[config.mk]
export PLATFORM = sky130hd
export DESIGN_NAME = mcs_sync
export DESIGN_NICKNAME = d
export VERILOG_FILES = /design/src/rtl/mcs_pkg.sv /design/src/rtl/mcs_sync.sv
export VERILOG_INCLUDE_DIRS = /design/src /design/src/rtl
export SDC_FILE = /design/constraint.sdc
export NUM_CORES = 1
export LEC_CHECK = 0
export BUFFER_PORTS_ARGS = -buffer_cell sky130_fd_sc_hd__buf_2
export CORE_UTILIZATION = 40
export CTS_BUF_LIST = sky130_fd_sc_hd__clkbuf_2
export DETAILED_ROUTE_END_ITERATION = 16
export HOLD_SLACK_MARGIN = 0.03
export PLACE_DENSITY_LB_ADDON = 0.2
export SLEW_MARGIN = 20
export SYNTH_ARGS = -nofsm -noshare
export SYNTH_HDL_FRONTEND = slang
export SYNTH_SLANG_ARGS = --single-unit
[constraint.sdc]
create_clock -name ref_clk -period 6.6 [get_ports ref_clk]
set_clock_uncertainty 0.1 [all_clocks]
set_input_delay 0.66 -clock ref_clk [delete_from_list [all_inputs] [get_ports ref_clk]]
set_output_delay 0.66 -clock ref_clk [all_outputs]
set_load 0.005 [all_outputs]
[src/rtl/mcs_regs.svh]
// constants for the multichip clock-state sync block
// assumes one system clock; sub-cycle delays live in pad delay cells
//
// Notes on behaviour
// - separate generator and receiver, both on system clock
// - generator drives 50% square clock when enabled
// - single tone or factor one: divide by 16
// - factor above one: divide by 16 times R
// - polarity bit picks rising or falling alignment
// - 5-bit generator delay word, about 75 ps/step
// - receiver needs enable; clock generator always runs
// - single pulse or periodic input; realign next edge
// - 5-bit receiver delay word, about 75 ps/step
// - one-cycle internal pulse per input period
// - rising edge sampled on system clock rising edge
// - pulse loads R-divider with 6-bit preset
// - preset lasts one cycle, then free counting
// - pulse also presets other dividers consistently
// - preset clamped to range 2 to R
// - three clock trees: common, parallel, serial
// - receiver disabled holds error latch in reset
`ifndef MCS_REGS_SVH
`define MCS_REGS_SVH

// field widths
`define MCS_DLY_W      5
`define MCS_R_W        6
`define MCS_HALF_W     9

// common tree: sixteen system clocks per tick
`define MCS_CNT16_LAST 4'hF
`define MCS_CNT16_ZERO 4'h0
`define MCS_CNT16_ONE  4'h1

// divider and clamp figures
`define MCS_PRESET_MIN 6'h02
`define MCS_R_ONE      6'h01
`define MCS_R_ZERO     6'h00

// generator half period: eight clocks per unit of R
`define MCS_HALF_BASE  9'h008
`define MCS_HALF_SHIFT 3
`define MCS_HALF_ONE   9'h001
`define MCS_HALF_ZERO  9'h000

// reset values
`define MCS_DLY_RST    5'h00

`endif

[src/rtl/mcs_pkg.sv]
// types for the multichip clock-state sync block
// assumes mcs_regs.svh is included ahead of this package
`include "mcs_regs.svh"

package mcs_pkg;

  // operating mode of the surrounding synthesizer
  typedef enum logic [1:0] {
    mcs_mode_single_tone,
    mcs_mode_mod_parallel,
    mcs_mode_mod_serial,
    mcs_mode_interp_dac
  } mcs_mode_e;

  // static configuration bits, driven by the serial port shadow
  typedef struct packed {
    logic                    gen_enable;     // sync generator on
    logic                    rcv_enable;     // sync receiver on
    logic                    sync_polarity;  // 1: align to falling edge
    logic                    valid_disable;  // holds error latch reset
    mcs_mode_e               mode;           // operating mode
    logic [`MCS_R_W-1:0]     interp_factor;  // interpolation factor R
    logic [`MCS_R_W-1:0]     preset;         // sync state preset word
    logic [`MCS_DLY_W-1:0]   gen_delay;      // output delay word
    logic [`MCS_DLY_W-1:0]   rcv_delay;      // input delay word
  } mcs_cfg_s;

  // clock-tree state seen by the datapath
  typedef struct packed {
    logic sync_clk;     // common tree, system clock / 16
    logic half_clk;     // common tree, system clock / 2
    logic r_tick;       // R-divider terminal count strobe
    logic par_strobe;   // parallel-port tree strobe
    logic ser_strobe;   // serial-data tree strobe
  } mcs_clk_s;

endpackage

[src/rtl/mcs_sync.sv]
// multichip clock-state sync: generator, receiver, clock generator
// assumes sync_in is already retimed to ref_clk by the pad delay cell;
// analog delay taps and validation latches live outside this module
`timescale 1ns/10ps
`include "mcs_regs.svh"

module mcs_sync (
  input  wire logic                    ref_clk,            // system clock, 20 MHz
  input  wire logic                    srst,               // sync reset, high
  input  wire mcs_pkg::mcs_cfg_s       cfg,                // configuration bits
  input  wire logic                    sync_in,            // delayed sync input
  input  wire logic                    setup_latch,        // setup validation latch
  input  wire logic                    hold_latch,         // hold validation latch
  output logic                         sync_out,           // generator clock out
  output logic                         sync_out_fall,      // pad retimes on falling edge
  output logic [`MCS_DLY_W-1:0]        out_delay_tap,      // output delay cell select
  output logic [`MCS_DLY_W-1:0]        in_delay_tap,       // input delay cell select
  output logic                         sync_pulse,         // one-cycle internal pulse
  output logic                         sample_error_output,// setup/hold error latch
  output logic [`MCS_R_W-1:0]          r_state,            // R-divider state
  output mcs_pkg::mcs_clk_s            clk_state           // clock-tree state
);

  // ----------------------------------------------------------------
  // derived factors
  // ----------------------------------------------------------------
  logic [`MCS_R_W-1:0]    r_eff;        // factor, zero read as one
  logic                   r_bypass;     // filter bypassed or single tone
  logic [`MCS_R_W-1:0]    preset_eff;   // clamped preset
  logic [`MCS_HALF_W-1:0] gen_half;     // generator half period

  // clamp and divide selection
  always_comb begin
    r_eff = (cfg.interp_factor == `MCS_R_ZERO) ? `MCS_R_ONE : cfg.interp_factor;
    r_bypass = (cfg.mode == mcs_pkg::mcs_mode_single_tone) || (r_eff == `MCS_R_ONE);
    // low values lifted first, then capped by R
    preset_eff = (cfg.preset < `MCS_PRESET_MIN) ? `MCS_PRESET_MIN : cfg.preset;
    if (preset_eff > r_eff) begin
      preset_eff = r_eff;
    end
    // half of 16 or of 16 times R
    if (r_bypass) begin
      gen_half = `MCS_HALF_BASE;
    end else begin
      gen_half = {{(`MCS_HALF_W-`MCS_R_W){1'b0}}, r_eff} << `MCS_HALF_SHIFT;
    end
  end

  // ----------------------------------------------------------------
  // sync generator, independent of the receiver
  // ----------------------------------------------------------------
  logic [`MCS_HALF_W-1:0] gen_cnt;        // half-period down counter
  logic [`MCS_HALF_W-1:0] next_gen_cnt;
  logic                   next_sync_out;
  logic                   next_sync_out_fall;
  logic [`MCS_DLY_W-1:0]  next_out_delay_tap;

  // toggle every half period for an exact 50% duty cycle
  always_comb begin
    next_sync_out_fall = cfg.sync_polarity;
    next_out_delay_tap = cfg.gen_delay;
    if (!cfg.gen_enable) begin
      // parked low, counter armed for a full first half
      next_sync_out = 1'b0;
      next_gen_cnt  = gen_half - `MCS_HALF_ONE;
    end else if (gen_cnt == `MCS_HALF_ZERO) begin
      next_sync_out = !sync_out;
      next_gen_cnt  = gen_half - `MCS_HALF_ONE;
    end else begin
      next_sync_out = sync_out;
      next_gen_cnt  = gen_cnt - `MCS_HALF_ONE;
    end
  end

  // generator registers; output edges sit on system clock edges
  always_ff @(posedge ref_clk) begin
    if (srst) begin
      sync_out      <= 1'b0;
      sync_out_fall <= 1'b0;
      out_delay_tap <= `MCS_DLY_RST;
      gen_cnt       <= `MCS_HALF_BASE - `MCS_HALF_ONE;
    end else begin
      sync_out      <= next_sync_out;
      sync_out_fall <= next_sync_out_fall;
      out_delay_tap <= next_out_delay_tap;
      gen_cnt       <= next_gen_cnt;
    end
  end

  // ----------------------------------------------------------------
  // sync receiver: edge detector and strobe
  // ----------------------------------------------------------------
  logic                  sync_in_q;        // previous sample of sync_in
  logic                  next_sync_pulse;
  logic [`MCS_DLY_W-1:0] next_in_delay_tap;

  // rising edge seen on a rising system clock edge; every edge
  // realigns, so a periodic input repairs a lost alignment
  always_comb begin
    next_in_delay_tap = cfg.rcv_delay;
    next_sync_pulse   = cfg.rcv_enable && sync_in && !sync_in_q;
  end

  // receiver registers
  always_ff @(posedge ref_clk) begin
    if (srst) begin
      sync_in_q    <= 1'b0;
      sync_pulse   <= 1'b0;
      in_delay_tap <= `MCS_DLY_RST;
    end else begin
      sync_in_q    <= sync_in;
      sync_pulse   <= next_sync_pulse;
      in_delay_tap <= next_in_delay_tap;
    end
  end

  // ----------------------------------------------------------------
  // setup/hold validation result latch
  // ----------------------------------------------------------------
  logic next_err;

  // mismatch is sticky until the disable bit or the receiver resets it;
  // a single bad edge must stay visible to software
  always_comb begin
    if (!cfg.rcv_enable || cfg.valid_disable) begin
      next_err = 1'b0;
    end else if (sync_pulse && (setup_latch != hold_latch)) begin
      next_err = 1'b1;
    end else begin
      next_err = sample_error_output;
    end
  end

  // error latch register
  always_ff @(posedge ref_clk) begin
    if (srst) begin
      sample_error_output <= 1'b0;
    end else begin
      sample_error_output <= next_err;
    end
  end

  // ----------------------------------------------------------------
  // clock generator: runs whatever the receiver does
  // ----------------------------------------------------------------
  logic [3:0]          cnt16;       // common tree counter
  logic [3:0]          next_cnt16;
  logic [`MCS_R_W-1:0] next_r_state;
  logic                ser_phase;   // serial tree halves the R rate
  logic                next_ser_phase;
  mcs_pkg::mcs_clk_s   next_clk_state;
  logic                tick;        // common tree terminal count
  logic                r_wrap;      // R-divider reload

  // free run, or preset all trees in one cycle
  always_comb begin
    tick   = (cnt16 == `MCS_CNT16_LAST);
    r_wrap = tick && (r_state <= `MCS_R_ONE);
    if (sync_pulse) begin
      next_cnt16     = `MCS_CNT16_ZERO;
      next_r_state   = preset_eff;
      next_ser_phase = 1'b0;
    end else begin
      next_cnt16     = cnt16 + `MCS_CNT16_ONE;
      next_ser_phase = r_wrap ? !ser_phase : ser_phase;
      if (r_wrap) begin
        next_r_state = r_eff;
      end else if (tick) begin
        next_r_state = r_state - `MCS_R_ONE;
      end else begin
        next_r_state = r_state;
      end
    end
    // three trees: common always, parallel and serial by mode
    next_clk_state.sync_clk   = next_cnt16[3];
    next_clk_state.half_clk   = next_cnt16[0];
    next_clk_state.r_tick     = r_wrap && !sync_pulse;
    next_clk_state.par_strobe = r_wrap && !sync_pulse &&
                                ((cfg.mode == mcs_pkg::mcs_mode_mod_parallel) ||
                                 (cfg.mode == mcs_pkg::mcs_mode_interp_dac));
    next_clk_state.ser_strobe = r_wrap && !sync_pulse && ser_phase &&
                                (cfg.mode == mcs_pkg::mcs_mode_mod_serial);
  end

  // clock generator registers
  always_ff @(posedge ref_clk) begin
    if (srst) begin
      cnt16     <= `MCS_CNT16_ZERO;
      r_state   <= `MCS_R_ONE;
      ser_phase <= 1'b0;
      clk_state <= '0;
    end else begin
      cnt16     <= next_cnt16;
      r_state   <= next_r_state;
      ser_phase <= next_ser_phase;
      clk_state <= next_clk_state;
    end
  end
endmodule

# Word-level counts from Yosys, hierarchy flattened
# Cells that the tools add are included.
dict set report word_totals {
  register_bits 40
  output_inout_bits 25
  wordCells 64
}
dict set report op_classes {
  n_addsub 4
  order_cmp 3
  n_eq_ne 6
  muxes 10
  bitwise_logic 1
  reduce_logical 23
}
# cell n
set op_table {}
lappend op_table {{two-way mux 6 bit} 6}
lappend op_table {{two-way mux 9 bit} 3}
lappend op_table {{subtractor 9 x 1 -> 9 bit, second input constant} 2}
lappend op_table {{zero test 9 bit} 1}
lappend op_table {{logical AND 1 bit} 8}
lappend op_table {{equality test 6 x 1 -> 1 bit, second input constant} 1}
lappend op_table {{greater-than comparator 6 bit} 1}
lappend op_table {{<= comparator 6 x 1 -> 1 bit, second input constant} 1}
lappend op_table {{zero test 6 bit} 1}
lappend op_table {{less-than comparator 6 x 2 -> 1 bit, second input constant} 1}
lappend op_table {{OR reduction 2 bit} 3}
lappend op_table {{subtractor 6 x 1 -> 6 bit, second input constant} 1}
lappend op_table {{zero test 1 bit} 5}
lappend op_table {{adder 4 x 1 -> 4 bit, second input constant} 1}
lappend op_table {{equality test 2 bit, second input constant} 2}
lappend op_table {{equality test 4 bit, second input constant} 1}
lappend op_table {{two-way mux 4 bit} 1}
lappend op_table {{logical OR 1 bit} 3}
lappend op_table {{nonzero test 3 bit} 1}
lappend op_table {{equality test 2 x 1 -> 1 bit, second input constant} 1}
lappend op_table {{zero test 2 bit} 1}
lappend op_table {{!= test 1 bit} 1}
lappend op_table {{inverter 1 bit} 1}

# Depth between registers and ports, before layout
dict set report logic_depth {
  ltp_word 8
  ltp_mapped 10
  mapped_depth_nobuf 9
}

# Worst setup path before layout
# Ideal clock, no wire load.
dict set report synth_path {
  path_kind {input port to flip-flop}
  start {input port cfg[18] in the netlist's numbering}
  end {register r_state[1]}
  arrival_ps 2584
  t_required_ps 6378
  setup_slack_ps 3794
  cell_stages 9
  path_cell_list {or4_1 o21ba_2 inv_1 ha_1 nand2b_1 a21oi_1 o32a_1 clkbuf_1 a221o_1}
}
dict set report synth_via {
  elab_chain_cells 5
  word_cells_on_any_way 6
  cone_classes {1 x order compare; 4 x mux; 1 x reduce/logical}
}
# element line_no
set synth_lines {}
lappend synth_lines {{from (decl)} mcs_sync.sv:10} ;# input wire mcs_pkg::mcs_cfg_s cfg,
lappend synth_lines {{zero test 6 bit (no source line)} n/a}
lappend synth_lines {{two-way mux 6 bit (*)} mcs_sync.sv:34} ;# r_eff = (cfg.interp_factor == `MCS_R_ZERO) ? `MCS_R_ONE : cfg.interp_factor;
lappend synth_lines {{greater-than comparator 6 bit} mcs_sync.sv:38} ;# if (preset_eff > r_eff) begin
lappend synth_lines {{two-way mux 6 bit} mcs_sync.sv:38}
lappend synth_lines {{two-way mux 6 bit (*)} mcs_sync.sv:159} ;# if (sync_pulse) begin
lappend synth_lines {{to (signal assigned)} mcs_sync.sv:189} ;# r_state <= `MCS_R_ONE;
lappend synth_lines {{to (signal assigned)} mcs_sync.sv:194} ;# r_state <= next_r_state;
lappend synth_lines {{to (decl)} mcs_sync.sv:20} ;# output logic [`MCS_R_W-1:0] r_state,
# Every way passes the cells marked *; elsewhere a longest branch is shown, timed or not.
# A chain may end at the register's enable or synchronous reset.

# Worst setup path in the final report
# Ends and elaborated chain as after synthesis.

==> results.ini <==
[detailed_routing]
vias_per_cell=5.018
route.antenna.remaining_nets=0
wire_per_inst_um=12.41
detail_route.iter0.violations=50
route.vias.total=1686
drtPass1Iterations=4
post-route-drc-count=0
wirelength_um=4170

[yosys]
syn_area_per_cell_um2=8.958
syn_area_um2=1962
syn-num-nets=264
fraction_of_registers_with_async_set_reset=0
synth_cell_types=44
synth_common_cells=sky130_fd_sc_hd__dfxtp_1 (38), sky130_fd_sc_hd__nor2_1 (18), sky130_fd_sc_hd__inv_1 (13)
synth_warnings=0
synth_top_area_share=0.3878
yosysSeqAreaShare=0.3878
number_of_enable_type_register_cells_in_the_synthesized_netlist=0
largest_area_contributor_in_the_synthesized_netlist=sky130_fd_sc_hd__dfxtp_1
synthesis.instances=219
ys_ff_latch=38
synthTopCellsByArea=sky130_fd_sc_hd__dfxtp_1 (39%), sky130_fd_sc_hd__ha_1 (7.7%), sky130_fd_sc_hd__nor2b_1 (3.8%), sky130_fd_sc_hd__mux2i_1 (3.6%), sky130_fd_sc_hd__nor2_1 (3.4%)
synthMostInstantiatedCell=sky130_fd_sc_hd__dfxtp_1
synthFlopType=sky130_fd_sc_hd__dfxtp_1

[critical_path]
critical_path_required_ns=6.80
worstSetupEndpointType=register
timing.critical_path.slowest_cell_delay_ns=0.56
timing.critical_path.from_type=input pin
worstPathCellList=buf_2 -> or4_1 -> o21ba_2 -> inv_1 -> ha_1 -> nand2b_1 -> a21oi_1 -> o32a_1 -> a221o_1
depth_of_the_worst_register_to_register_path=5
path_class=in -> reg
worst_ep_arrival_time_ns=2.82
slowest_stage=sky130_fd_sc_hd__or4_1
critPathMaxFanout=7

[placement]
post-dp-hpwl_um=3206
port_buffers=57
gp_routability_congestion=0.8045
preCtsSetupSlack_ns=3.565

[timing]
finalCriticalPeriod_ns=2.627
slew_viols_final=0
grt_setup_unrepaired=false
postLayoutSetupSlackWorst_ns=3.973
max_freq_mhz=380.6
hold_ws_ns=0.2915
finalHoldViolations=0
worst_slew_margin_rel=0.6541
ratio_of_final_minimum_period_to_clock_period=0.3981
final_report_setup_violation_count=0
final.setup.tns_ns=0
worst_slew_pin_slew_ns=0.5141

[power_and_ir_drop]
static-leakage-power_nw=1.083
powerDensity_nw_per_um2=199.3
max_vdd_drop_mv=0.1323
fin_total_pwr_w=0.0004641

[run]
max_cap_violations=0

[floorplanning]
start_util=0.4154
core_area_um2=4723
die_w_um=72.04
die_height_um=72.04
row_count=25
fp.dieArea_um2=5189
design.portCount=58

[clocking]
cts_tree=built
cts-root-to-sink-buffers=2
clock-root-buffer=sky130_fd_sc_hd__clkbuf_2
ctsHtreeMaxLevel=2
clk_pin_slew_ns=0.18
clkLatencyLatePin_ns=0.38
postCtsSetupRepairBufs=0
tritoncts.num_buffers=5
resized_gates_after_cts=0
clkSinkCount=38
cts_hold_buf=0

[global_route]
globalRouteTotalUtil=0.1682
globalRoute.totalOverflow=0
grt_pass1_wl_um=6755
grt_start_max_net_pins=29
first_global_vias=1489
number_of_antenna_violations_at_the_first_check_in_global_routing=0

[status]
run_status=completed

[cells_and_area]
area.sequential_um2=760.7
n_antenna_cell=0
final_layout_size_suffix_gt1_frac=0.2825
multi_input_comb_area_um2=1085
final_nets=313
filler_cell_count=459
syn_to_final_growth_pct=18.69
post_layout_util=0.4930

[min_path]
hold_critical_path_depth=1
min_path_type=reg -> reg

==> critical path: cells and delay by family <==
family                   cells  cell delay [ns]
AO/OA/AOI/OAI                4             1.17
adder cells (fa/ha/maj)      1             0.14
buffers and inverters        2             0.20
AND/OR/NAND/NOR              2             0.66
==> cells in the final DEF (no fill, tap or decap), types with 2 or more instances in the layout <==
cell type | netlist | final
sky130_fd_sc_hd__o21ai_0 | 5 | 5
sky130_fd_sc_hd__o22ai_1 | 3 | 3
sky130_fd_sc_hd__nor4bb_1 | 2 | 2
sky130_fd_sc_hd__and2_1 | 2 | 2
sky130_fd_sc_hd__or2_2 | 4 | 4
sky130_fd_sc_hd__clkbuf_2 | 0 | 7
sky130_fd_sc_hd__a211oi_1 | 4 | 4
sky130_fd_sc_hd__mux2i_1 | 7 | 7
sky130_fd_sc_hd__nor2b_1 | 12 | 12
sky130_fd_sc_hd__buf_2 | 0 | 57
sky130_fd_sc_hd__dfxtp_1 | 38 | 38
sky130_fd_sc_hd__a22oi_1 | 3 | 3
sky130_fd_sc_hd__xnor2_1 | 6 | 6
sky130_fd_sc_hd__o21ba_2 | 3 | 3
sky130_fd_sc_hd__nor4b_1 | 4 | 4
sky130_fd_sc_hd__nor4_1 | 4 | 4
sky130_fd_sc_hd__nand2_1 | 10 | 10
sky130_fd_sc_hd__ha_1 | 12 | 12
sky130_fd_sc_hd__nor2_1 | 18 | 18
sky130_fd_sc_hd__nor3_1 | 9 | 9
sky130_fd_sc_hd__nor3b_1 | 4 | 4
sky130_fd_sc_hd__a21oi_1 | 6 | 6
sky130_fd_sc_hd__o32ai_1 | 2 | 2
sky130_fd_sc_hd__nand3_1 | 4 | 4
sky130_fd_sc_hd__nand2b_1 | 5 | 5
sky130_fd_sc_hd__xor2_1 | 7 | 7
sky130_fd_sc_hd__inv_1 | 13 | 13
==> cells by family after synthesis <==
group | Yosys count | synth area share
flip-flops | 38 | 0.3878
multiplexers | 8 | 0.04146
XOR/XNOR | 13 | 0.05804
AO/OA/AOI/OAI | 35 | 0.1276
adder cells (fa/ha/maj) | 12 | 0.07653
AND/OR/NAND/NOR | 85 | 0.2494
buffers and inverters | 28 | 0.05931
==> final timing paths <==
kind,start,end,slack (ns)
worst max-delay path,cfg[18],r_state[1],3.97
worst min-delay path,sync_in_q,sync_pulse,0.29
worst max register to register,gen_cnt[2],gen_cnt[8],4.36
worst min register to register,sync_in_q,sync_pulse,0.29
==> area by class of cell <==
class | instances | share of cell area
Clock buffer | 7 | 0.01505
Multi-Input combinational cell | 153 | 0.4659
Inverter | 13 | 0.02096
Sequential cell | 38 | 0.3267
Timing Repair Buffer | 57 | 0.1225
Clock inverter | 1 | 0.01290
Tap cell | 67 | 0.03600
==> routing by layer <==
layer,track usage,part of all wire,vias to the layer above
li1,-,-,856
met1,0.2033,0.45,770
met2,0.2830,0.48,53
met3,0.04583,0.051,7
met4,0.06972,0.019,0
met5,0,0,-
==> metrics by stage <==
stage | std cells | instance area, um2
after floorplan | 219 | 1962
after global placement | 328 | 2263
after detailed placement | 328 | 2263
after CTS | 336 | 2328
after global routing | 336 | 2328
final | 336 | 2328
==> registers in the layout, summed over array words and instances, names as in the netlist <==
register	count
clk_state	4
cnt16	3
gen_cnt	9
in_delay_tap	5
out_delay_tap	5
r_state	6
sample_error_output	1
ser_phase	1
sync_in_q	1
sync_out	1
sync_out_fall	1
sync_pulse	1
==> power by group <==
| part | internal [W] | leakage (nW) | switching (W) |
|---|---|---|---|
| Clock | 0.0000676 | 0.0432 | 0.0000726 |
| Combinational | 0.0000363 | 0.727 | 0.0000396 |
| Sequential | 0.000240 | 0.312 | 0.00000792 |
| Total | 0.000344 | 1.08 | 0.000120 |
No activity file was read; power rests on OpenSTA's default activity.
